**src/common/tfc_params.svh**
```systemverilog
// constants, codes and timing figures for the tape format and interrupt control
// How it works
// - code 0006 selects 800 density
// - 0041 sets reverse read, 0040 clears it
// - format codes rejected while read/write busy
// - interrupt driven on switch-selected line
// - pending interrupt cleared by select, release, clear
// - only a connected unit may interrupt
// - 0020/0021 select ready-and-not-busy interrupt
// - end of operation interrupts 200 usec later
// - chained end interrupt waits for idle channel
// - abnormal conditions interrupt at check character
// - ready-to-not-ready interrupts at once, with exceptions
// - no new read/write while interrupt set
// - chained read interrupts at record end; the code has no such source, only the abnormal check-character one
// - chained write interrupts at record completion; the code has no such source, only the abnormal check-character one
// - read within 45 usec continues non-stop
// - write within 2.5 ms continues non-stop
// - write only with write enable and ready
// - non-stop write restarts after 4 ms, else 7
// - reverse read pairs frames, flags reverse assembly
// - reverse transfer to word count zero, gap ends
// - skip parity on leading check character
// - reverse read at load point hangs
// - undefined codes rejected; 0026/0027 clear interrupt
`ifndef TFC_PARAMS_SVH
`define TFC_PARAMS_SVH
// function codes (octal values written in hex)
`define TFC_FC_RELEASE 12'h000
`define TFC_FC_FMT_LAST 12'h005
`define TFC_FC_D556 12'h003
`define TFC_FC_D200 12'h004
`define TFC_FC_D800 12'h006
`define TFC_FC_MOT_FIRST 12'h008
`define TFC_FC_MOT_LAST 12'h00E
`define TFC_FC_IRQ_RNB_ON 12'h010
`define TFC_FC_IRQ_RNB_OFF 12'h011
`define TFC_FC_IRQ_EOP_ON 12'h012
`define TFC_FC_IRQ_EOP_OFF 12'h013
`define TFC_FC_IRQ_ABN_ON 12'h014
`define TFC_FC_IRQ_ABN_OFF 12'h015
`define TFC_FC_IRQ_CLR_A 12'h016
`define TFC_FC_IRQ_CLR_B 12'h017
`define TFC_FC_REV_CLR 12'h020
`define TFC_FC_REV_SET 12'h021
// status word bit positions
`define TFC_ST_READY 0
`define TFC_ST_BUSY 1
`define TFC_ST_WE 2
// frame layout: six data bits, parity on top
`define TFC_FR_PAR 6
// timing, in ns, and the clock period
`define TFC_CLK_NS 4
`define TFC_T_EOP_NS 200000
`define TFC_T_RDWIN_NS 45000
`define TFC_T_WRWIN_NS 2500000
`define TFC_T_NSWR_NS 4000000
`define TFC_T_NORMWR_NS 7000000
// counter width, large enough for the longest delay
`define TFC_CW 21
`endif

```
**src/common/tfc_pkg.sv**
```systemverilog
// types shared by the tape format and interrupt control
`include "tfc_params.svh"
package tfc_pkg;
  typedef logic [`TFC_CW-1:0] tfc_cnt_t;
  // function code from the data channel
  typedef struct packed {
    logic valid;
    logic [11:0] code;
  } tfc_func_s;
  // state of the connected tape unit
  typedef struct packed {
    logic connected;
    logic connecting;
    logic ready;
    logic busy;
    logic load_point;
    logic write_enable;
  } tfc_unit_s;
  // tape events, one-cycle pulses except levels noted
  typedef struct packed {
    logic rcc;
    logic fm_found;
    logic lp_rewind;
    logic sbs_done;
    logic eot;
    logic file_mark;
    logic lost_data;
    logic vpe;
    logic lpe;
    logic gap;
  } tfc_evt_s;
  // one tape frame
  typedef struct packed {
    logic valid;
    logic rcc;
    logic [6:0] data;
  } tfc_frame_s;
  // one 12-bit byte to the channel
  typedef struct packed {
    logic valid;
    logic [11:0] data;
  } tfc_byte_s;
  typedef enum logic [2:0] {FC_FMT, FC_REV, FC_MOTION, FC_IRQSEL, FC_IRQCLR, FC_BAD} tfc_fc_e;
  typedef enum logic [2:0] {ST_IDLE, ST_DELAY, ST_RUN, ST_COAST, ST_HANG} tfc_state_e;
endpackage

```
**src/hw/tfc_ctrl.sv**
```systemverilog
// function-code interpreter, interrupt and read/write sequencing of the tape control
//
// Design decisions made here: the plain strobed port.
`timescale 1ns/10ps
`include "tfc_params.svh"
module tfc_ctrl #(
  parameter int unsigned P_EOP_CYC = (`TFC_T_EOP_NS + `TFC_CLK_NS - 1) / `TFC_CLK_NS,
  parameter int unsigned P_RDWIN_CYC = `TFC_T_RDWIN_NS / `TFC_CLK_NS,
  parameter int unsigned P_WRWIN_CYC = `TFC_T_WRWIN_NS / `TFC_CLK_NS,
  parameter int unsigned P_NSWR_CYC = (`TFC_T_NSWR_NS + `TFC_CLK_NS - 1) / `TFC_CLK_NS,
  parameter int unsigned P_NORMWR_CYC = (`TFC_T_NORMWR_NS + `TFC_CLK_NS - 1) / `TFC_CLK_NS
) (
  input wire logic i_clk,
  input wire logic i_reset_n,
  input wire tfc_pkg::tfc_func_s i_func,
  input wire logic [2:0] i_equip_sel,
  input wire tfc_pkg::tfc_unit_s i_unit,
  input wire tfc_pkg::tfc_evt_s i_evt,
  input wire logic i_chain_busy,
  input wire logic i_bcd_mode,
  input wire logic i_read_req,
  input wire logic i_write_req,
  input wire logic i_wc_zero,
  input wire tfc_pkg::tfc_frame_s i_frame,
  output logic o_reply,
  output logic o_reject,
  output logic [7:0] o_irq_lines,
  output logic o_density_800,
  output logic o_rev_read,
  output logic o_rev_assembly,
  output tfc_pkg::tfc_byte_s o_byte,
  output logic o_vpe,
  output logic o_eor,
  output logic o_motion_fwd,
  output logic o_motion_rev,
  output logic o_write_gate,
  output logic o_nonstop,
  output logic o_rw_refused,
  output logic o_busy,
  output logic [11:0] o_status
);
  import tfc_pkg::*;

  // sort a function code into its class
  function automatic tfc_fc_e fc_class(input logic [11:0] c);
    if (c <= `TFC_FC_D800) begin
      fc_class = FC_FMT;
    end else if (c >= `TFC_FC_MOT_FIRST && c <= `TFC_FC_MOT_LAST) begin
      fc_class = FC_MOTION;
    end else if (c >= `TFC_FC_IRQ_RNB_ON && c <= `TFC_FC_IRQ_ABN_OFF) begin
      fc_class = FC_IRQSEL;
    end else if (c == `TFC_FC_IRQ_CLR_A || c == `TFC_FC_IRQ_CLR_B) begin
      fc_class = FC_IRQCLR;
    end else if (c == `TFC_FC_REV_SET || c == `TFC_FC_REV_CLR) begin
      fc_class = FC_REV;
    end else begin
      fc_class = FC_BAD;
    end
  endfunction

  // vertical parity: odd ones in binary, even in coded mode
  function automatic logic par_ok(input logic [6:0] f, input logic bcd);
    par_ok = (^f) ^ bcd;
  endfunction

  tfc_state_e state_q; // read/write sequencer
  logic busy; // read/write control busy
  tfc_fc_e fcls; // class of the incoming code
  logic fc_take; // code accepted and executed
  logic sel_rnb_q, sel_eop_q, sel_abn_q; // interrupt selections
  logic irq_q; // irq_pending_flop
  logic irq_set, irq_clr; // interrupt set and clear terms
  logic rel_exec_q; // release code executing
  logic ready_q; // last ready level
  logic eop_wait_q; // end-of-operation delay running
  tfc_cnt_t eop_cnt_q; // end-of-operation delay count
  logic eop_fire_q; // delay over, waiting for channel idle
  logic abn_q; // abnormal condition seen this record
  logic op_wr_q; // current operation is a write
  tfc_cnt_t win_cnt_q; // non-stop window count
  tfc_cnt_t dly_cnt_q; // write start delay count
  logic rev_q; // reverse read selected
  logic xfer_q; // reverse transfer still wanted
  logic half_q; // first frame of a pair held
  logic [5:0] half_d_q; // held frame data
  logic first_q; // next frame is the first of the record
  logic rec_end; // record end for the current op
  logic start_ok; // read/write may begin now

  assign busy = (state_q != ST_IDLE);
  assign fcls = fc_class(i_func.code);
  // format, reverse and motion codes need an idle control; other defined codes always run
  assign fc_take = i_func.valid && (fcls != FC_BAD) &&
                   !(busy && (fcls == FC_FMT || fcls == FC_REV || fcls == FC_MOTION));
  assign rec_end = op_wr_q ? i_evt.rcc : i_evt.gap;
  assign start_ok = !irq_q && (state_q == ST_IDLE || state_q == ST_COAST);

  // reply or reject, one cycle after the code
  always_ff @(posedge i_clk) begin
    if (!i_reset_n) begin
      o_reply <= 1'b0;
      o_reject <= 1'b0;
    end else begin
      o_reply <= fc_take;
      o_reject <= i_func.valid && !fc_take;
    end
  end

  // density and reverse-read format flags
  always_ff @(posedge i_clk) begin
    if (!i_reset_n) begin
      o_density_800 <= 1'b0;
      rev_q <= 1'b0;
      o_rev_read <= 1'b0;
    end else if (fc_take) begin
      // other density codes leave 800
      if (i_func.code inside {`TFC_FC_D556, `TFC_FC_D200, `TFC_FC_D800}) begin
        o_density_800 <= (i_func.code == `TFC_FC_D800);
      end
      if (i_func.code == `TFC_FC_REV_SET) begin
        rev_q <= 1'b1;
        o_rev_read <= 1'b1;
      end else if (i_func.code == `TFC_FC_REV_CLR) begin
        rev_q <= 1'b0;
        o_rev_read <= 1'b0;
      end
    end
  end

  // interrupt selections, set and released by their codes
  always_ff @(posedge i_clk) begin
    if (!i_reset_n) begin
      sel_rnb_q <= 1'b0;
      sel_eop_q <= 1'b0;
      sel_abn_q <= 1'b0;
    end else if (fc_take && fcls == FC_IRQSEL) begin
      unique case (i_func.code)
        `TFC_FC_IRQ_RNB_ON: sel_rnb_q <= 1'b1;
        `TFC_FC_IRQ_RNB_OFF: sel_rnb_q <= 1'b0;
        `TFC_FC_IRQ_EOP_ON: sel_eop_q <= 1'b1;
        `TFC_FC_IRQ_EOP_OFF: sel_eop_q <= 1'b0;
        `TFC_FC_IRQ_ABN_ON: sel_abn_q <= 1'b1;
        default: sel_abn_q <= 1'b0;
      endcase
    end
  end

  // release-code window and last ready level
  always_ff @(posedge i_clk) begin
    if (!i_reset_n) begin
      rel_exec_q <= 1'b0;
      ready_q <= 1'b0;
    end else begin
      rel_exec_q <= fc_take && (i_func.code == `TFC_FC_RELEASE);
      ready_q <= i_unit.ready;
    end
  end

  // end-of-operation delay, then hold until the channel is idle
  always_ff @(posedge i_clk) begin
    if (!i_reset_n) begin
      eop_wait_q <= 1'b0;
      eop_cnt_q <= '0;
      eop_fire_q <= 1'b0;
    end else if (!sel_eop_q) begin
      eop_wait_q <= 1'b0;
      eop_fire_q <= 1'b0;
    end else if (i_unit.connected && (i_evt.rcc || i_evt.fm_found ||
                 i_evt.lp_rewind || i_evt.sbs_done)) begin
      eop_wait_q <= 1'b1;
      eop_cnt_q <= `TFC_CW'(P_EOP_CYC - 1);
    end else if (eop_wait_q) begin
      if (eop_cnt_q == '0) begin
        eop_wait_q <= 1'b0;
        eop_fire_q <= 1'b1;
      end else begin
        eop_cnt_q <= eop_cnt_q - 1'b1;
      end
    end else if (eop_fire_q && !i_chain_busy && i_unit.connected) begin
      eop_fire_q <= 1'b0;
    end
  end

  // abnormal conditions gathered until the check character
  always_ff @(posedge i_clk) begin
    if (!i_reset_n) begin
      abn_q <= 1'b0;
    end else if (i_evt.rcc || !i_unit.connected) begin
      abn_q <= 1'b0;
    end else if (i_evt.eot || i_evt.file_mark || i_unit.load_point ||
                 i_evt.vpe || i_evt.lpe || i_evt.lost_data || o_vpe) begin
      abn_q <= 1'b1;
    end
  end

  // sources that raise the interrupt
  always_comb begin
    irq_set = 1'b0;
    if (i_unit.connected) begin
      if (sel_rnb_q && i_unit.ready && !i_unit.busy) begin
        irq_set = 1'b1;
      end
      if (eop_fire_q && !eop_wait_q && !i_chain_busy) begin
        irq_set = 1'b1;
      end
      // abnormal conditions raise it at the check character
      if (sel_abn_q && i_evt.rcc && (abn_q || i_evt.eot || i_evt.lost_data ||
          i_evt.vpe || i_evt.lpe || i_evt.file_mark || i_unit.load_point)) begin
        irq_set = 1'b1;
      end
      if (sel_abn_q && ready_q && !i_unit.ready && !i_unit.connecting &&
          !rel_exec_q) begin
        irq_set = 1'b1;
      end
    end
  end

  // any select code, release of all three, or 0026/0027 clears it
  assign irq_clr = fc_take && (fcls == FC_IRQSEL || fcls == FC_IRQCLR);

  // irq_pending_flop: a new set beats a clear in the same cycle
  always_ff @(posedge i_clk) begin
    if (!i_reset_n) begin
      irq_q <= 1'b0;
    end else if (irq_set) begin
      irq_q <= 1'b1;
    end else if (irq_clr || !(sel_rnb_q || sel_eop_q || sel_abn_q)) begin
      irq_q <= 1'b0;
    end
  end

  // interrupt onto the line named by the switch
  always_ff @(posedge i_clk) begin
    if (!i_reset_n) begin
      o_irq_lines <= 8'h00;
    end else begin
      o_irq_lines <= {7'h00, irq_q} << i_equip_sel;
    end
  end

  // read/write sequencer
  always_ff @(posedge i_clk) begin
    if (!i_reset_n) begin
      state_q <= ST_IDLE;
      op_wr_q <= 1'b0;
      o_nonstop <= 1'b0;
      win_cnt_q <= '0;
      dly_cnt_q <= '0;
    end else begin
      unique case (state_q)
        ST_IDLE, ST_COAST: begin
          if (start_ok && i_write_req) begin
            op_wr_q <= 1'b1;
            o_nonstop <= (state_q == ST_COAST);
            if (!(i_unit.write_enable && i_unit.ready)) begin
              state_q <= ST_HANG;
            end else begin
              state_q <= ST_DELAY;
              dly_cnt_q <= (state_q == ST_COAST) ? `TFC_CW'(P_NSWR_CYC - 1) :
                           `TFC_CW'(P_NORMWR_CYC - 1);
            end
          end else if (start_ok && i_read_req) begin
            op_wr_q <= 1'b0;
            o_nonstop <= (state_q == ST_COAST);
            // reverse from load point never moves
            state_q <= (rev_q && i_unit.load_point) ? ST_HANG : ST_RUN;
          end else if (state_q == ST_COAST) begin
            if (win_cnt_q == '0) begin
              state_q <= ST_IDLE;
            end else begin
              win_cnt_q <= win_cnt_q - 1'b1;
            end
          end
        end
        ST_DELAY: begin
          if (dly_cnt_q == '0) begin
            state_q <= ST_RUN;
          end else begin
            dly_cnt_q <= dly_cnt_q - 1'b1;
          end
        end
        ST_RUN: begin
          // interrupt or unchained record end opens the non-stop window
          if (irq_q || (rec_end && !i_chain_busy)) begin
            state_q <= ST_COAST;
            win_cnt_q <= op_wr_q ? `TFC_CW'(P_WRWIN_CYC - 1) :
                         `TFC_CW'(P_RDWIN_CYC - 1);
          end
        end
        ST_HANG: begin
          state_q <= ST_HANG;
        end
      endcase
    end
  end

  // motion, write gate, busy and refusal, one cycle behind the state
  always_ff @(posedge i_clk) begin
    if (!i_reset_n) begin
      o_motion_fwd <= 1'b0;
      o_motion_rev <= 1'b0;
      o_write_gate <= 1'b0;
      o_busy <= 1'b0;
      o_rw_refused <= 1'b0;
    end else begin
      o_motion_fwd <= (state_q inside {ST_DELAY, ST_RUN, ST_COAST}) && !(rev_q && !op_wr_q);
      o_motion_rev <= (state_q inside {ST_RUN, ST_COAST}) && rev_q && !op_wr_q;
      o_write_gate <= (state_q == ST_RUN) && op_wr_q && i_unit.write_enable &&
                      i_unit.ready;
      o_busy <= busy;
      o_rw_refused <= (i_read_req || i_write_req) && irq_q;
    end
  end

  // status word: ready, busy, write enable
  always_ff @(posedge i_clk) begin
    if (!i_reset_n) begin
      o_status <= 12'h000;
    end else begin
      o_status <= 12'h000;
      o_status[`TFC_ST_READY] <= i_unit.ready;
      o_status[`TFC_ST_BUSY] <= busy;
      o_status[`TFC_ST_WE] <= i_unit.write_enable;
    end
  end

  // reverse transfer runs from the read start to word count zero
  always_ff @(posedge i_clk) begin
    if (!i_reset_n) begin
      xfer_q <= 1'b0;
    end else if (start_ok && i_read_req && !i_write_req && rev_q && !i_unit.load_point) begin
      xfer_q <= 1'b1;
    end else if (i_wc_zero || state_q == ST_IDLE) begin
      xfer_q <= 1'b0;
    end
  end

  // frame pairing and parity for reverse read
  always_ff @(posedge i_clk) begin
    if (!i_reset_n) begin
      half_q <= 1'b0;
      half_d_q <= 6'h00;
      first_q <= 1'b1;
      o_byte <= '0;
      o_vpe <= 1'b0;
    end else begin
      o_byte.valid <= 1'b0;
      o_vpe <= 1'b0;
      if (state_q != ST_RUN || i_evt.gap) begin
        half_q <= 1'b0;
        first_q <= 1'b1;
      end else if (i_frame.valid && rev_q && !op_wr_q) begin
        first_q <= 1'b0;
        // a leading check character goes unchecked
        o_vpe <= !par_ok(i_frame.data, i_bcd_mode) && !(first_q && i_frame.rcc);
        if (!(first_q && i_frame.rcc) && xfer_q) begin
          if (half_q) begin
            // frames arrive low half first when running backward
            o_byte.valid <= 1'b1;
            o_byte.data <= {i_frame.data[5:0], half_d_q};
          end else begin
            half_d_q <= i_frame.data[5:0];
          end
          half_q <= !half_q;
        end
      end
    end
  end

  // reverse assembly flag and end of record
  always_ff @(posedge i_clk) begin
    if (!i_reset_n) begin
      o_rev_assembly <= 1'b0;
      o_eor <= 1'b0;
    end else begin
      o_rev_assembly <= xfer_q;
      o_eor <= (state_q == ST_RUN) && !op_wr_q && i_evt.gap;
    end
  end
endmodule

```
**config.mk**
```make
export PLATFORM = sky130hd
export DESIGN_NAME = tfc_ctrl
export DESIGN_NICKNAME = d
export VERILOG_FILES = /design/src/common/tfc_pkg.sv /design/src/hw/tfc_ctrl.sv
export VERILOG_INCLUDE_DIRS = /design/src /design/src/common
export SDC_FILE = /design/constraint.sdc
export NUM_CORES = 1
export LEC_CHECK = 0
export ABC_CLOCK_PERIOD_IN_PS = 2800
export BUFFER_PORTS_ARGS = -buffer_cell sky130_fd_sc_hd__clkbuf_2
export CAP_MARGIN = 40
export CORE_ASPECT_RATIO = 0.5
export CORE_MARGIN = 10
export CORE_UTILIZATION = 30
export DETAILED_ROUTE_END_ITERATION = 16
export PLACE_DENSITY_LB_ADDON = 0.2
export SETUP_SLACK_MARGIN = 0.5
export SYNTH_ARGS = -nofsm -noshare
export SYNTH_HDL_FRONTEND = slang
export SYNTH_SLANG_ARGS = --single-unit
```
**constraint.sdc**
```tcl
create_clock -name i_clk -period 2.8 [get_ports i_clk]
set_input_delay 0.28 -clock i_clk [delete_from_list [all_inputs] [get_ports i_clk]]
set_output_delay 0.28 -clock i_clk [all_outputs]
set_load 0.03 [all_outputs]
```
Word-level counts from Yosys, hierarchy flattened
Cells that the tools add are included.

Bits of input ports: 48. Output and inout port bits: 46. Register bits: 131. Logic and storage cells: 278.

Equality and inequality tests: 35. Reduce and logical (&&, ||, !) cells: 135. Shift-type cells: 1. Bitwise operators: 8. Add/subtract/negate cells: 3. Multiplexer cells: 55. Order comparisons: 5.

Operators with widths (count): two-way mux 21 bit (12); equality test 12 x 5 -> 1 bit, second input constant (7); one-hot mux 21 bit (2 select lines) (2); logical NOT 21 bit (3); subtractor 21 x 1 -> 21 bit, second input constant (3); logical AND 1 bit (46); two-way mux 3 bit (13); logical OR 1 bit (29); equality test 12 x 3 -> 1 bit, second input constant (2); equality test 12 x 6 -> 1 bit, second input constant (2); two-way mux 1 bit (22); nonzero test 2 bit (11); two-way mux 20 bit (1); != test 2 bit, second input constant (10); logical NOT 1 bit (18); AND reduction 2 bit (8); AND reduction 4 bit (4); two-way mux 13 bit (1); equality test 12 x 2 -> 1 bit, second input constant (1); equality test 3 x 2 -> 1 bit, second input constant (4); greater-or-equal comparator 12 x 4 -> 1 bit, second input constant (1); greater-or-equal comparator 12 x 5 -> 1 bit, second input constant (1); <= comparator 12 x 3 -> 1 bit, second input constant (1); <= comparator 12 x 4 -> 1 bit, second input constant (1); other kinds (21) (39).

Depth between registers and ports, before layout
Gate-level depths: netlist of the first run.

Depth after elaboration: 17. Mapped depth: 9. Gate-level depth less buffers: 7.

Worst setup path before layout of the first run
No wires, ideal clock.

Path type: register -> register. Start: reg dly_cnt_q[0]. End: reg dly_cnt_q[18]. Data arrival time: 2.129 ns. Required time: 2.681 ns. Setup slack: 0.552 ns. Path buffers: 0. Clock period less this slack: 2.248 ns. Cell stages (with the launch flop): 8. Cell sequence: dfxtp_1 inv_1 ha_1 nor3b_1 nand3_1 nor4_1 a31oi_1 o221a_2.

Longest elaborated chain between the ends: 3. Elaborated cells on any way between the ends: 6. Those cells by class: add/sub (1); eq/ne (1); mux (2); reduce/logical (2).

RTL lines: from (decl) (RTL line tfc_ctrl.sv:81) `tfc_cnt_t dly_cnt_q;`; from (signal assigned) (RTL line tfc_ctrl.sv:259) `` dly_cnt_q <= (state_q == ST_COAST) ? `TFC_CW'(P_NSWR_CYC - 1) : ``; from (signal assigned) (RTL line tfc_ctrl.sv:279) `dly_cnt_q <= dly_cnt_q - 1'b1;`; subtractor 21 x 1 -> 21 bit or logical NOT 21 bit (tied branches) (RTL line tfc_ctrl.sv:279, tfc_ctrl.sv:276); two-way mux 21 bit or != test 2 bit (tied branches); one-hot mux 21 bit (2 select lines) or AND reduction 4 bit (tied branches).

Parallel ways exist; a longest one is shown, timed or not. The select of a mux whose other input is x is not followed. A chain may end at the register's enable or synchronous reset.

Worst setup path after layout of the first run
Start: reg win_cnt_q[11]. End: reg win_cnt_q[18].

Longest elaborated chain between the ends: 6. Elaborated cells on any way between the ends: 9. Those cells by class: add/sub (1); eq/ne (1); mux (5); reduce/logical (2).

RTL lines: from (decl) (RTL line tfc_ctrl.sv:80) `tfc_cnt_t win_cnt_q;`; from (signal assigned) (RTL line tfc_ctrl.sv:271) `win_cnt_q <= win_cnt_q - 1'b1;`; from (signal assigned) (RTL line tfc_ctrl.sv:286) `` win_cnt_q <= op_wr_q ? `TFC_CW'(P_WRWIN_CYC - 1) : ``; subtractor 21 x 1 -> 21 bit (RTL line tfc_ctrl.sv:271); two-way mux 21 bit (RTL line tfc_ctrl.sv:268) `if (win_cnt_q == '0) begin`; two-way mux 21 bit (RTL line tfc_ctrl.sv:267) `end else if (state_q == ST_COAST) begin`; two-way mux 21 bit (RTL line tfc_ctrl.sv:262) `end else if (start_ok && i_read_req) begin`; two-way mux 21 bit (RTL line tfc_ctrl.sv:252) `if (start_ok && i_write_req) begin`; one-hot mux 21 bit (2 select lines) (RTL line tfc_ctrl.sv:250) `unique case (state_q)`.

Parallel ways exist; a longest one is shown, timed or not. The select of a mux whose other input is x is not followed.

==> results of run 1 <==
==> synthesized netlist by cell type, types with 3 or more instances <==
master     number  area (um^2)
a21oi_1        54        270.3
xnor2_1         9        78.83
o22ai_1         3        18.77
nor2_1         64        240.2
dfxtp_1       120         2402
buf_2           6        30.03
or4_4           3        33.78
a211o_1         3        26.28
o31ai_1        26        195.2
and2_1          5        31.28
o21ai_0        24        120.1
nand3b_1        5        37.54
nand4_1         8        50.05
and4_1          3        26.28
buf_1           3        11.26
nand2b_1        7        43.79
mux2i_1        10        100.1
o31a_1          3        26.28
or3_1          26        162.7
o41a_1          3        33.78
ha_1            3        37.54
clkbuf_1       35        131.4
o311a_1         3        30.03
o32ai_1         4        35.03
inv_1          22        82.58
o2111ai_1       4        35.03
nand3_1         8        40.04
or4_1          18        135.1
nor3b_1         7        52.55
o311ai_0       10        87.58
xor2_1          6        52.55
a31oi_1        22        137.6
o41ai_1         7        61.31
buf_4          12        90.09
nand2_1        53        198.9
a211oi_1        9        67.56
or2_2           6        37.54
nor2b_1         4        25.02
a2bb2oi_1      13        113.9
nor3_1         35        175.2
nor4_1         16        100.1
o211ai_1        4        30.03
==> state kept, by name, indices dropped and copies added, names as in the netlist, 3 cells and up <==
name / flops
o_status: 3
win_cnt_q: 21
eop_cnt_q: 21
half_d_q: 6
dly_cnt_q: 21
state_q: 3
o_byte: 13
o_irq_lines: 8
==> cell usage in the layout (no fill, tap or decap), types with 7 or more instances in the layout <==
cell | Yosys | final
nand4_1 | 8 | 8
nor2_1 | 64 | 63
mux2i_1 | 10 | 10
o21ai_0 | 24 | 24
a31oi_1 | 22 | 22
a2bb2oi_1 | 13 | 13
or4_1 | 18 | 18
buf_4 | 12 | 37
a211oi_1 | 9 | 8
nand2b_1 | 7 | 7
o31ai_1 | 26 | 26
or3_1 | 26 | 22
nand2_1 | 53 | 53
clkbuf_2 | 0 | 84
o311ai_0 | 10 | 8
a21oi_1 | 54 | 52
nand3_1 | 8 | 7
clkbuf_16 | 0 | 17
inv_1 | 22 | 21
xnor2_1 | 9 | 9
nor3_1 | 35 | 34
o41ai_1 | 7 | 7
nor4_1 | 16 | 11
dfxtp_1 | 120 | 116
conb_1 | 1 | 9
==> timing repair <==
| item | 4_1_cts | 5_1_grt |
|---|---|---|
| pin swaps | 4 | 7 |
| resized for setup | 7 | 23 |
| setup endpoints to repair | 33 | 57 |
| gates cloned | 1 | 2 |
| setup buffers | 3 | 5 |
==> layer usage <==
metal | wire (um) | global-route usage, % | part of all wire [%] | vias up
met5 | 0 | 0 | 0 | -
li1 | - | - | - | 2915
met2 | 8800 | 22.47 | 49 | 161
met4 | 196 | 4.934 | 1.1 | 0
met3 | 911 | 3.410 | 5.0 | 19
met1 | 8196 | 17.09 | 45 | 2813
==> power by group through the flow <==
stage          registers (mW)  logic (mW)  clock network [mW]
3_3_place_gp             2.27        3.76                   0
3_5_place_dp             2.28        3.76                   0
5_1_grt                  2.32        4.47                2.58
6_report                 2.27        4.08                2.47
4_1_cts                  2.25        3.82                2.52
2_1_floorplan            2.22        2.68                   0
==> worst min path at each step <==
| stage | start | slack [ns] | cells after the start | end |
|---|---|---|---|---|
| floorplan | i_evt[9] | 0.36 | 1 | abn_q$_SDFFE_PP0P_ |
| global placement | o_byte[6]$_SDFFE_PN0P_ | 0.44 | 2 | o_byte[6]$_SDFFE_PN0P_ |
| detailed placement | o_byte[9]$_SDFFE_PN0P_ | 0.45 | 2 | o_byte[9]$_SDFFE_PN0P_ |
| CTS | i_equip_sel[1] | 0.05 | 2 | o_irq_lines[4]$_SDFF_PN0_ |
| global route | i_equip_sel[1] | 0.09 | 2 | o_irq_lines[4]$_SDFF_PN0_ |
| finish | i_equip_sel[1] | 0.08 | 2 | o_irq_lines[5]$_SDFF_PN0_ |
==> logic make-up (layout without fill, tap and decap cells) <==
| family | after synthesis | in the layout | synth area share (%) |
|---|---|---|---|
| flip-flops | 120 | 120 | 39.98 |
| other | 1 | 9 | 0.06241 |
| buffers and inverters | 78 | 179 | 5.748 |
| AND/OR/NAND/NOR | 277 | 277 | 24.39 |
| multiplexers | 10 | 10 | 1.666 |
| adder cells (fa/ha/maj) | 3 | 3 | 0.6248 |
| AO/OA/AOI/OAI | 216 | 218 | 25.34 |
| XOR/XNOR | 15 | 15 | 2.187 |
==> through the flow <==
stage | cells | total power, mW | utilization (%) | area, um^2 | worst slack [ns]
finish | 1097 | 8.828 | 39.12 | 7647 | 0.5273
global route | 1097 | 9.374 | 39.12 | 7647 | 0.4329
CTS | 1090 | 8.584 | 38.39 | 7505 | 0.5059
detailed placement | 1054 | 6.038 | 34.72 | 6787 | 0.3645
global placement | 1054 | 6.033 | 34.72 | 6787 | 0.4156
floorplan | 728 | 4.901 | - | 6038 | 0.5520
==> final cells by class <==
type / count / area share (%)
well taps: 266 / 4.352
repair buffers: 125 / 9.800
flip-flops and latches: 120 / 31.48
clock inverters: 11 / 2.503
inverters: 22 / 1.080
clock buffers: 21 / 6.152
multi-input cells: 532 / 44.63
==> flow_summary.toml, run 1 <==
[outcome]
status = "complete, no violations"

[sta]
period_share_pct = 81.17
fin_tns_setup_ns = 0
clock_skew_ns = 0.007147
layout_min_cycle_time_ns = 2.273
slew_headroom_pct = 37.49
fmax_mhz = 440.0
whs_ns = 0.08020
hold_viol_final = 0
tightest_slew_ns = 0.9342
rsz0062_at_grt = "true"
maxSlewViolCount = 0
setup_viol = 0

[critical_path]
critPathMaxFanout = 6
r2r_cells = 5
cp.required_ns = 3.15
reg2reg_to = "win_cnt_q[18]$_SDFFE_PN0P_"
r2r-start = "win_cnt_q[11]$_SDFFE_PN0P_"
cp-startpoint = "win_cnt_q[11]$_SDFFE_PN0P_"
crit_path_max_incr_delay_ns = 0.54
cp.buffers_inverters = 0
critical_path_cell_count = 5
cp_common_cell = "or4_4"
path_cells = "or4_4 -> or4_4 -> or3_4 -> or4_1 -> a21oi_2"
cp.arrival_ns = 2.63
crit_family = "simple AND/OR/NAND/NOR gates"
reg2reg_slack_ns = 0.53
crit_path_top_delay_cell = "or4_4"
crit_type = "flop to flop"
critPathCapture = "win_cnt_q[18]$_SDFFE_PN0P_"
endpoint_kind = "flop"
start_kind = "flop"

[global_route]
gr-total-overflow = 0
grt_max_degree = 29
track_usage_pct = 13.69
grt_antenna_before_repair = 0
grt_pass1_wl_um = 29440
grt_pass1_vias = 5697

[clock_tree]
clock-sinks = 120
clkTransAtPathRegs_ns = 0.06
cts_root_buffer = "clkbuf_16"
clkLatencyLatePin_ns = 0.42
cts_tree = "built"
ctsHoldBuffers = 0
clockBufferDepth = 2
numCtsBuffers = 17
htreeDepth = 4

[power_and_ir_drop]
sw_frac_of_total_pct = 40.31
power_switching_mw = 3.559
p_leak_nw = 2.987
combPwrFrac_pct = 46.2
vdd_drop_max_mv = 0.5082
power_per_cell_area_nw_per_um2 = 1154
intPower_mw = 5.269
pwr-share-clk_pct = 28.0
p_seq_share_pct = 25.8

[place]
globalplace.congestion = 0.8126
hpwlAfterDp_um = 12260
numPortBuffers = 84

[routing]
drt-total-wl_um = 18100
wire_per_inst_um = 16.50
drt_iter0_markers = 605
avgViaCountPerCell = 5.386
dr.pass1.iters = 5
drc = 0
postRouteAntennaNets = 0
num_vias = 5908

[synth]
synth-main-ff-cell = "dfxtp_1"
synth-edff-count = 0
syn_avg_cell_area_um2 = 8.345
synth_area_um2 = 6008
synth-seq-cells = 120
synth_cell_types = 70
yosysWarnings = 0
netlist_instances = 720
synth-seq-area-share_pct = 39.98
async_flop_share_pct = 0

[layout]
syn2layout_area_growth_pct = 27.28
fillers = 1976
final-seq-area_um2 = 2407
multiInputGateArea_um2 = 3413
diodes = 0
nets = 869
layout-drive-gt1-share_pct = 24.07

[die]
die_h_um = 120.1
row_count = 36
core_area_um2 = 19550
initial_core_util_pct = 30.73
num_io_pins = 94
die_width_um = 220.1
die_area_um2 = 26430

[job]
drv_cap = 0

[worst_hold_path]
hp-class = "primary input to flop"
Note: power is estimated with default switching activity, not from simulation.
==> run 2, diff against run 1 <==
ABC_AREA = 1   (was default)
ABC_CLOCK_PERIOD_IN_PS = 2100   (was 2800)
clock period = 2.1 ns   (was 2.8 ns; I/O delays follow)
==> flow_summary.toml, run 2 <==
[global_route]
gr-total-overflow = 0
grt_antenna_before_repair = 1
grt_pass1_wl_um = 33640
grt_max_degree = 44
grt_pass1_vias = 6672
track_usage_pct = 14.08

[synth]
yosysWarnings = 0
synth-seq-area-share_pct = 36.87
yosysMostFrequentCell = "nand2_1"
synth-edff-count = 0
synth_top_cell_by_area = "dfxtp_1"
synth_top_area_share_pct = 36.87
synth-seq-cells = 120
synth-main-ff-cell = "dfxtp_1"
synth_area_um2 = 6515
syn_avg_cell_area_um2 = 6.541
async_flop_share_pct = 0
yosys-top-cells-count = "230 x nand2_1, 168 x nor2_1, 120 x dfxtp_1, 102 x inv_1, 94 x a21oi_1"
netlist_instances = 996
synthTopCellsByArea = "dfxtp_1 37%, nand2_1 13%, nor2_1 9.7%, a21oi_1 7.2%, inv_1 5.9%"
synth_cell_types = 42

[place]
globalplace.congestion = 0.8756
placed_cell_area_um2 = 7332
numPortBuffers = 84
hpwlAfterDp_um = 13870

[sta]
hold_viol_final = 0
clock_skew_ns = 0.01247
fmax_mhz = 544.6
layout_min_cycle_time_ns = 1.836
fin_tns_setup_ns = 0
rsz0062_at_grt = "true"
maxSlewViolCount = 0
setup_viol = 0
period_share_pct = 87.44

[clock_tree]
clkTransAtPathRegs_ns = 0.06
clockBufferDepth = 2
htreeDepth = 4
cts_root_buffer = "clkbuf_16"
clkLatencyLatePin_ns = 0.42
clock-sinks = 120
numCtsBuffers = 17
cts_tree = "built"

[outcome]
status = "complete, no violations"

[layout]
most-common-layout-cells = "183 x nand2_1, 137 x nor2_1, 102 x dfxtp_1"
layout-drive-gt1-share_pct = 35.25
fin_area_um2 = 9409
syn2layout_area_growth_pct = 44.42
nets = 1221
top_regs = "dly_cnt_q: 21 flops, eop_cnt_q: 21 flops, win_cnt_q: 21 flops"
fillers = 2118
layout_commonest_cell = "nand2_1"

[critical_path]
r2r-start = "dly_cnt_q[1]$_SDFFE_PN0P_"
crit_type = "flop to flop"
reg2reg_slack_ns = 0.26
start_kind = "flop"
endpoint_kind = "flop"
cp.arrival_ns = 2.18
cp.required_ns = 2.45
r2r_cells = 14
reg2reg_to = "dly_cnt_q[10]$_SDFFE_PN0P_"
critPathMaxFanout = 4

[die]
die_width_um = 228.4
die_area_um2 = 28370
initial_core_util_pct = 31.13
die_h_um = 124.2
core_area_um2 = 20930
num_io_pins = 94
row_count = 37

[routing]
wire_per_inst_um = 14.23
postRouteAntennaNets = 0
num_vias = 6900
avgViaCountPerCell = 4.675
dr.pass1.iters = 5
drt_iter0_markers = 438
drc = 0
drt-total-wl_um = 21000

[power_and_ir_drop]
vdd_drop_max_mv = 0.7654
power_per_cell_area_nw_per_um2 = 1490
fin_total_pwr_mw = 14.02
p_leak_nw = 4.416

[worst_hold_path]
whs_path_depth = 3
hp-class = "primary input to flop"
min_to = "o_status[2]$_SDFF_PN0_"
hp-start = "i_unit[0]"

[job]
drv_cap = 0
==> run 2: changes by cell type in the layout (fill, tap and decap cells not counted), moves of 26 or more <==
| cell | change |
|---|---|
| inv_1 | +69 |
| nand3_1 | +39 |
| nand2_1 | +130 |
| nand2_2 | +33 |
| a21oi_2 | +31 |
| nor2_1 | +74 |
| buf_4 | +36 |
| o31ai_1 | -26 |
==> run 2: timing repair <==
action                                  CTS  global route
hold endpoints to repair                  1             0
hold buffers                              1             0
pin swaps                                41            48
gates resized for setup                 133           116
endpoints found under the setup margin   83            85
cloned                                    8             2
buffers inserted                         46            25
==> run 2: layout make-up <==
type | instances | area [um^2] | share of cell area [%]
Antenna cell | 1 | 2.502 | 0.02660
Clock buffer | 18 | 439.2 | 4.668
Clock inverter | 14 | 147.6 | 1.569
Inverter | 109 | 442.9 | 4.707
Multi-Input combinational cell | 735 | 4175 | 44.37
Sequential cell | 120 | 2435 | 25.88
Tap cell | 292 | 365.4 | 3.883
Timing Repair Buffer | 184 | 1366 | 14.52
Timing Repair inverter | 3 | 35.03 | 0.3723
==> run 2: worst max path at each step <==
stage / cells past startpoint / to / start / slack (ns)
after floorplan: 14 / dly_cnt_q[2]$_SDFFE_PN0P_ / dly_cnt_q[0]$_SDFFE_PN0P_ / 0.35
after global placement: 12 / win_cnt_q[1]$_SDFFE_PN0P_ / win_cnt_q[0]$_SDFFE_PN0P_ / 0.05
after detailed placement: 12 / win_cnt_q[19]$_SDFFE_PN0P_ / win_cnt_q[0]$_SDFFE_PN0P_ / 0.05
after CTS: 14 / dly_cnt_q[13]$_SDFFE_PN0P_ / dly_cnt_q[1]$_SDFFE_PN0P_ / 0.30
after global routing: 11 / win_cnt_q[19]$_SDFFE_PN0P_ / win_cnt_q[17]$_SDFFE_PN0P_ / 0.15
final: 14 / dly_cnt_q[10]$_SDFFE_PN0P_ / dly_cnt_q[1]$_SDFFE_PN0P_ / 0.26
==> run 2: metal layers <==
metal,global-route usage (%),vias up,share of wire [%]
met1,16.99,3216,46
met5,0,-,0
li1,-,3528,-
met3,3.087,34,3.2
met2,24.36,122,49
met4,4.683,0,1.9
==> run 2: cell families after synthesis <==
logic type | count (synthesis) | synth area share (%)
AND/OR/NAND/NOR | 529 | 34.76
flip-flops | 120 | 36.87
AO/OA/AOI/OAI | 153 | 12.27
buffers and inverters | 149 | 9.948
adder cells (fa/ha/maj) | 3 | 0.5762
XOR/XNOR | 41 | 5.512
other | 1 | 0.05756
==> run 2: per-stage QoR <==
step / setup slack, ns / hold WS, ns / util, % / std cells
after floorplan: 0.3495 / 0.2882 / - / 1004
after global placement: 0.04825 / 0.4344 / 35.04 / 1361
after detailed placement: 0.05456 / 0.4359 / 35.04 / 1361
after CTS: 0.2999 / 0.01424 / 42.04 / 1448
after global routing: 0.1452 / 0.06665 / 44.97 / 1476
final: 0.2637 / 0.02650 / 44.97 / 1476
==> run 2: critical path, stage by stage, from the launching register on <==
cell and delay (ns):
dfxtp_2 0.33, inv_2 0.07, ha_4 0.14, nand2_4 0.05
nor2_4 0.10, nand2_2 0.08, nor2_4 0.14, inv_2 0.05
nor3_2 0.12, nand2_2 0.10, nand2_4 0.13, buf_12 0.14
clkbuf_16 0.15, nand2_1 0.05, a21oi_1 0.11
==> run 2: report_power, final <==
group / total [mW] / internal [mW] / switching, mW
Combinational: 7.97 / 3.41 / 4.56
Sequential: 3.10 / 2.65 / 0.450
Clock: 2.94 / 1.78 / 1.16
==> run 3, diff against run 2 <==
ABC_CLOCK_PERIOD_IN_PS = 1600   (was 2100)
GPL_ROUTABILITY_DRIVEN = 0   (was default)
PLACE_DENSITY = 0.58   (was default)
PLACE_DENSITY_LB_ADDON = default   (was 0.2)
clock period = 1.6 ns   (was 2.1 ns; I/O delays follow)
==> flow_summary.toml, run 3 (synthesis gave the netlist of run 2 again) <==
[die]
num_io_pins = 94
initial_core_util_pct = 31.13
core_area_um2 = 20930
row_count = 37
die_h_um = 124.2
die_width_um = 228.4
die_area_um2 = 28370

[global_route]
track_usage_pct = 15.17
gr-total-overflow = 0
grt_pass1_wl_um = 35940
grt_pass1_vias = 7392
grt_antenna_before_repair = 0
grt_max_degree = 45

[critical_path]
r2r_cells = 14
start_kind = "flop"
endpoint_kind = "flop"
reg2reg_to = "dly_cnt_q[4]$_SDFFE_PN0P_"
r2r-start = "state_q[0]$_SDFFE_PN0P_"
crit_type = "flop to flop"
cp.arrival_ns = 2.07
cp.required_ns = 1.92
critPathMaxFanout = 19
reg2reg_slack_ns = -0.14
critPathCapture = "dly_cnt_q[4]$_SDFFE_PN0P_"
cp-startpoint = "state_q[0]$_SDFFE_PN0P_"

[place]
hpwlAfterDp_um = 14760
numPortBuffers = 84
dp_slack_ns = -0.2134
dp.cells = 1499

[sta]
fmax_mhz = 573.3
layout_min_cycle_time_ns = 1.744
maxSlewViolCount = 0
hold_viol_final = 0
setup_viol = 46
fin_ws_ns = -0.1442
fin_tns_setup_ns = -3.043
clock_skew_ns = 0.007737
rsz0062_at_grt = "true"
period_share_pct = 109.0

[power_and_ir_drop]
p_leak_nw = 5.282
intPower_mw = 12.08
power_switching_mw = 8.858
sw_frac_of_total_pct = 42.32
vdd_drop_max_mv = 1.253
combPwrFrac_pct = 63.5
power_per_cell_area_nw_per_um2 = 1840
p_seq_share_pct = 18.8
pwr-share-clk_pct = 17.7

[routing]
num_vias = 7615
drt-total-wl_um = 22770
dr.pass1.iters = 5
drc = 0
avgViaCountPerCell = 4.739
wire_per_inst_um = 14.17
drt_iter0_markers = 334
postRouteAntennaNets = 0

[outcome]
status = "complete, but fails checks"
violations = "negative setup slack"

[layout]
layout_commonest_cell = "buf_4"
syn2layout_area_growth_pct = 74.67
layout-drive-gt1-share_pct = 50.57
final_cells = 1607
nets = 1353
most-common-layout-cells = "180 x buf_4, 154 x nand2_1, 107 x nor2_1"
top_regs = "dly_cnt_q: 21 flops, eop_cnt_q: 21 flops, win_cnt_q: 21 flops"
diodes = 0

[worst_hold_path]
hp-class = "primary input to flop"

[clock_tree]
cts_root_buffer = "clkbuf_16"
clkLatencyLatePin_ns = 0.43
clock-sinks = 120
clkTransAtPathRegs_ns = 0.06
numCtsBuffers = 17
htreeDepth = 4
cts_tree = "built"
clockBufferDepth = 2

[job]
drv_cap = 0
[run 3: cell types whose count changed in the layout (fill, tap and decap cells not counted), sizes merged]
| cell | previous run | this run |
|---|---|---|
| clkbuf | 103 | 72 |
| nand2 | 238 | 239 |
| diode | 1 | 0 |
| buf | 98 | 257 |
| dlygate4sd3 | 1 | 9 |
| inv | 111 | 110 |
| clkinvlp | 8 | 4 |
| clkinv | 5 | 6 |
| bufinv | 2 | 1 |
[run 3: stage by stage]
| step | hold slack [ns] | power (mW) | utilization (%) | cell area (um^2) |
|---|---|---|---|---|
| after floorplan | 0.2382 | 9.511 | - | 6837 |
| after global placement | 0.4094 | 12.76 | 41.00 | 8578 |
| after detailed placement | 0.4095 | 12.91 | 41.00 | 8578 |
| after CTS | 0.01754 | 19.41 | 50.97 | 10670 |
| after global routing | 0.02935 | 22.38 | 54.38 | 11380 |
| final | 0.02273 | 20.93 | 54.38 | 11380 |
[run 3: area by class of cell]
type / instances / area (um^2)
Fill cell: 1850 / 9545
Multi-Input combinational cell: 736 / 4698
Timing Repair Buffer: 317 / 2800
Sequential cell: 120 / 2466
Inverter: 109 / 475.5
Clock buffer: 21 / 460.4
Tap cell: 292 / 365.4
Clock inverter: 11 / 97.59
Timing Repair inverter: 1 / 16.27
[run 3: critical path, stage by stage, from the launching register on]
cell	delay, ns
dfxtp_4	0.40
inv_6	0.05
nor2_8	0.09
nand2_4	0.07
nand2_4	0.10
nand2_4	0.08
nor2_8	0.13
nand2_4	0.07
nand2_2	0.06
o21ai_2	0.05
inv_2	0.08
nand2_4	0.07
buf_12	0.16
o21ai_0	0.15
nor2_1	0.05
[run 3: power groups by stage]
stage,Combinational [mW],Clock [mW],Sequential [mW]
after floorplan,5.59,0,3.92
after global placement,8.97,0,3.80
after detailed placement,9.11,0,3.80
after CTS,11.7,3.77,3.89
after global routing,14.5,3.92,3.99
final,13.3,3.71,3.94
[run 3: metal layers]
metal / share of wire [%] / track usage [%] / vias to the layer above
li1: - / - / 3794
met1: 42 / 17.55 / 3597
met2: 50 / 26.20 / 181
met3: 4.7 / 3.700 / 43
met4: 2.5 / 6.656 / 0
met5: 0 / 0 / -
[run 3: repair_timing]
item / 4_1_cts / 5_1_grt
gates cloned: 6 / 1
pin swaps: 63 / 48
setup buffers: 37 / 23
resized for setup: 311 / 176
hold endpoints to repair: 14 / 0
setup endpoints to repair: 136 / 139
hold buffers: 9 / 0
[run 3: how the worst min path moves through the flow]
stage | from | endpoint | cells after the start
6_report | i_unit[5] | irq_q$_SDFFE_PN0P_ | 3
3_5_place_dp | i_evt[9] | abn_q$_SDFFE_PP0P_ | 2
5_1_grt | i_unit[5] | irq_q$_SDFFE_PN0P_ | 3
4_1_cts | i_equip_sel[2] | o_irq_lines[6]$_SDFF_PN0_ | 3
2_1_floorplan | i_evt[9] | abn_q$_SDFFE_PP0P_ | 1
3_3_place_gp | i_evt[9] | abn_q$_SDFFE_PP0P_ | 2
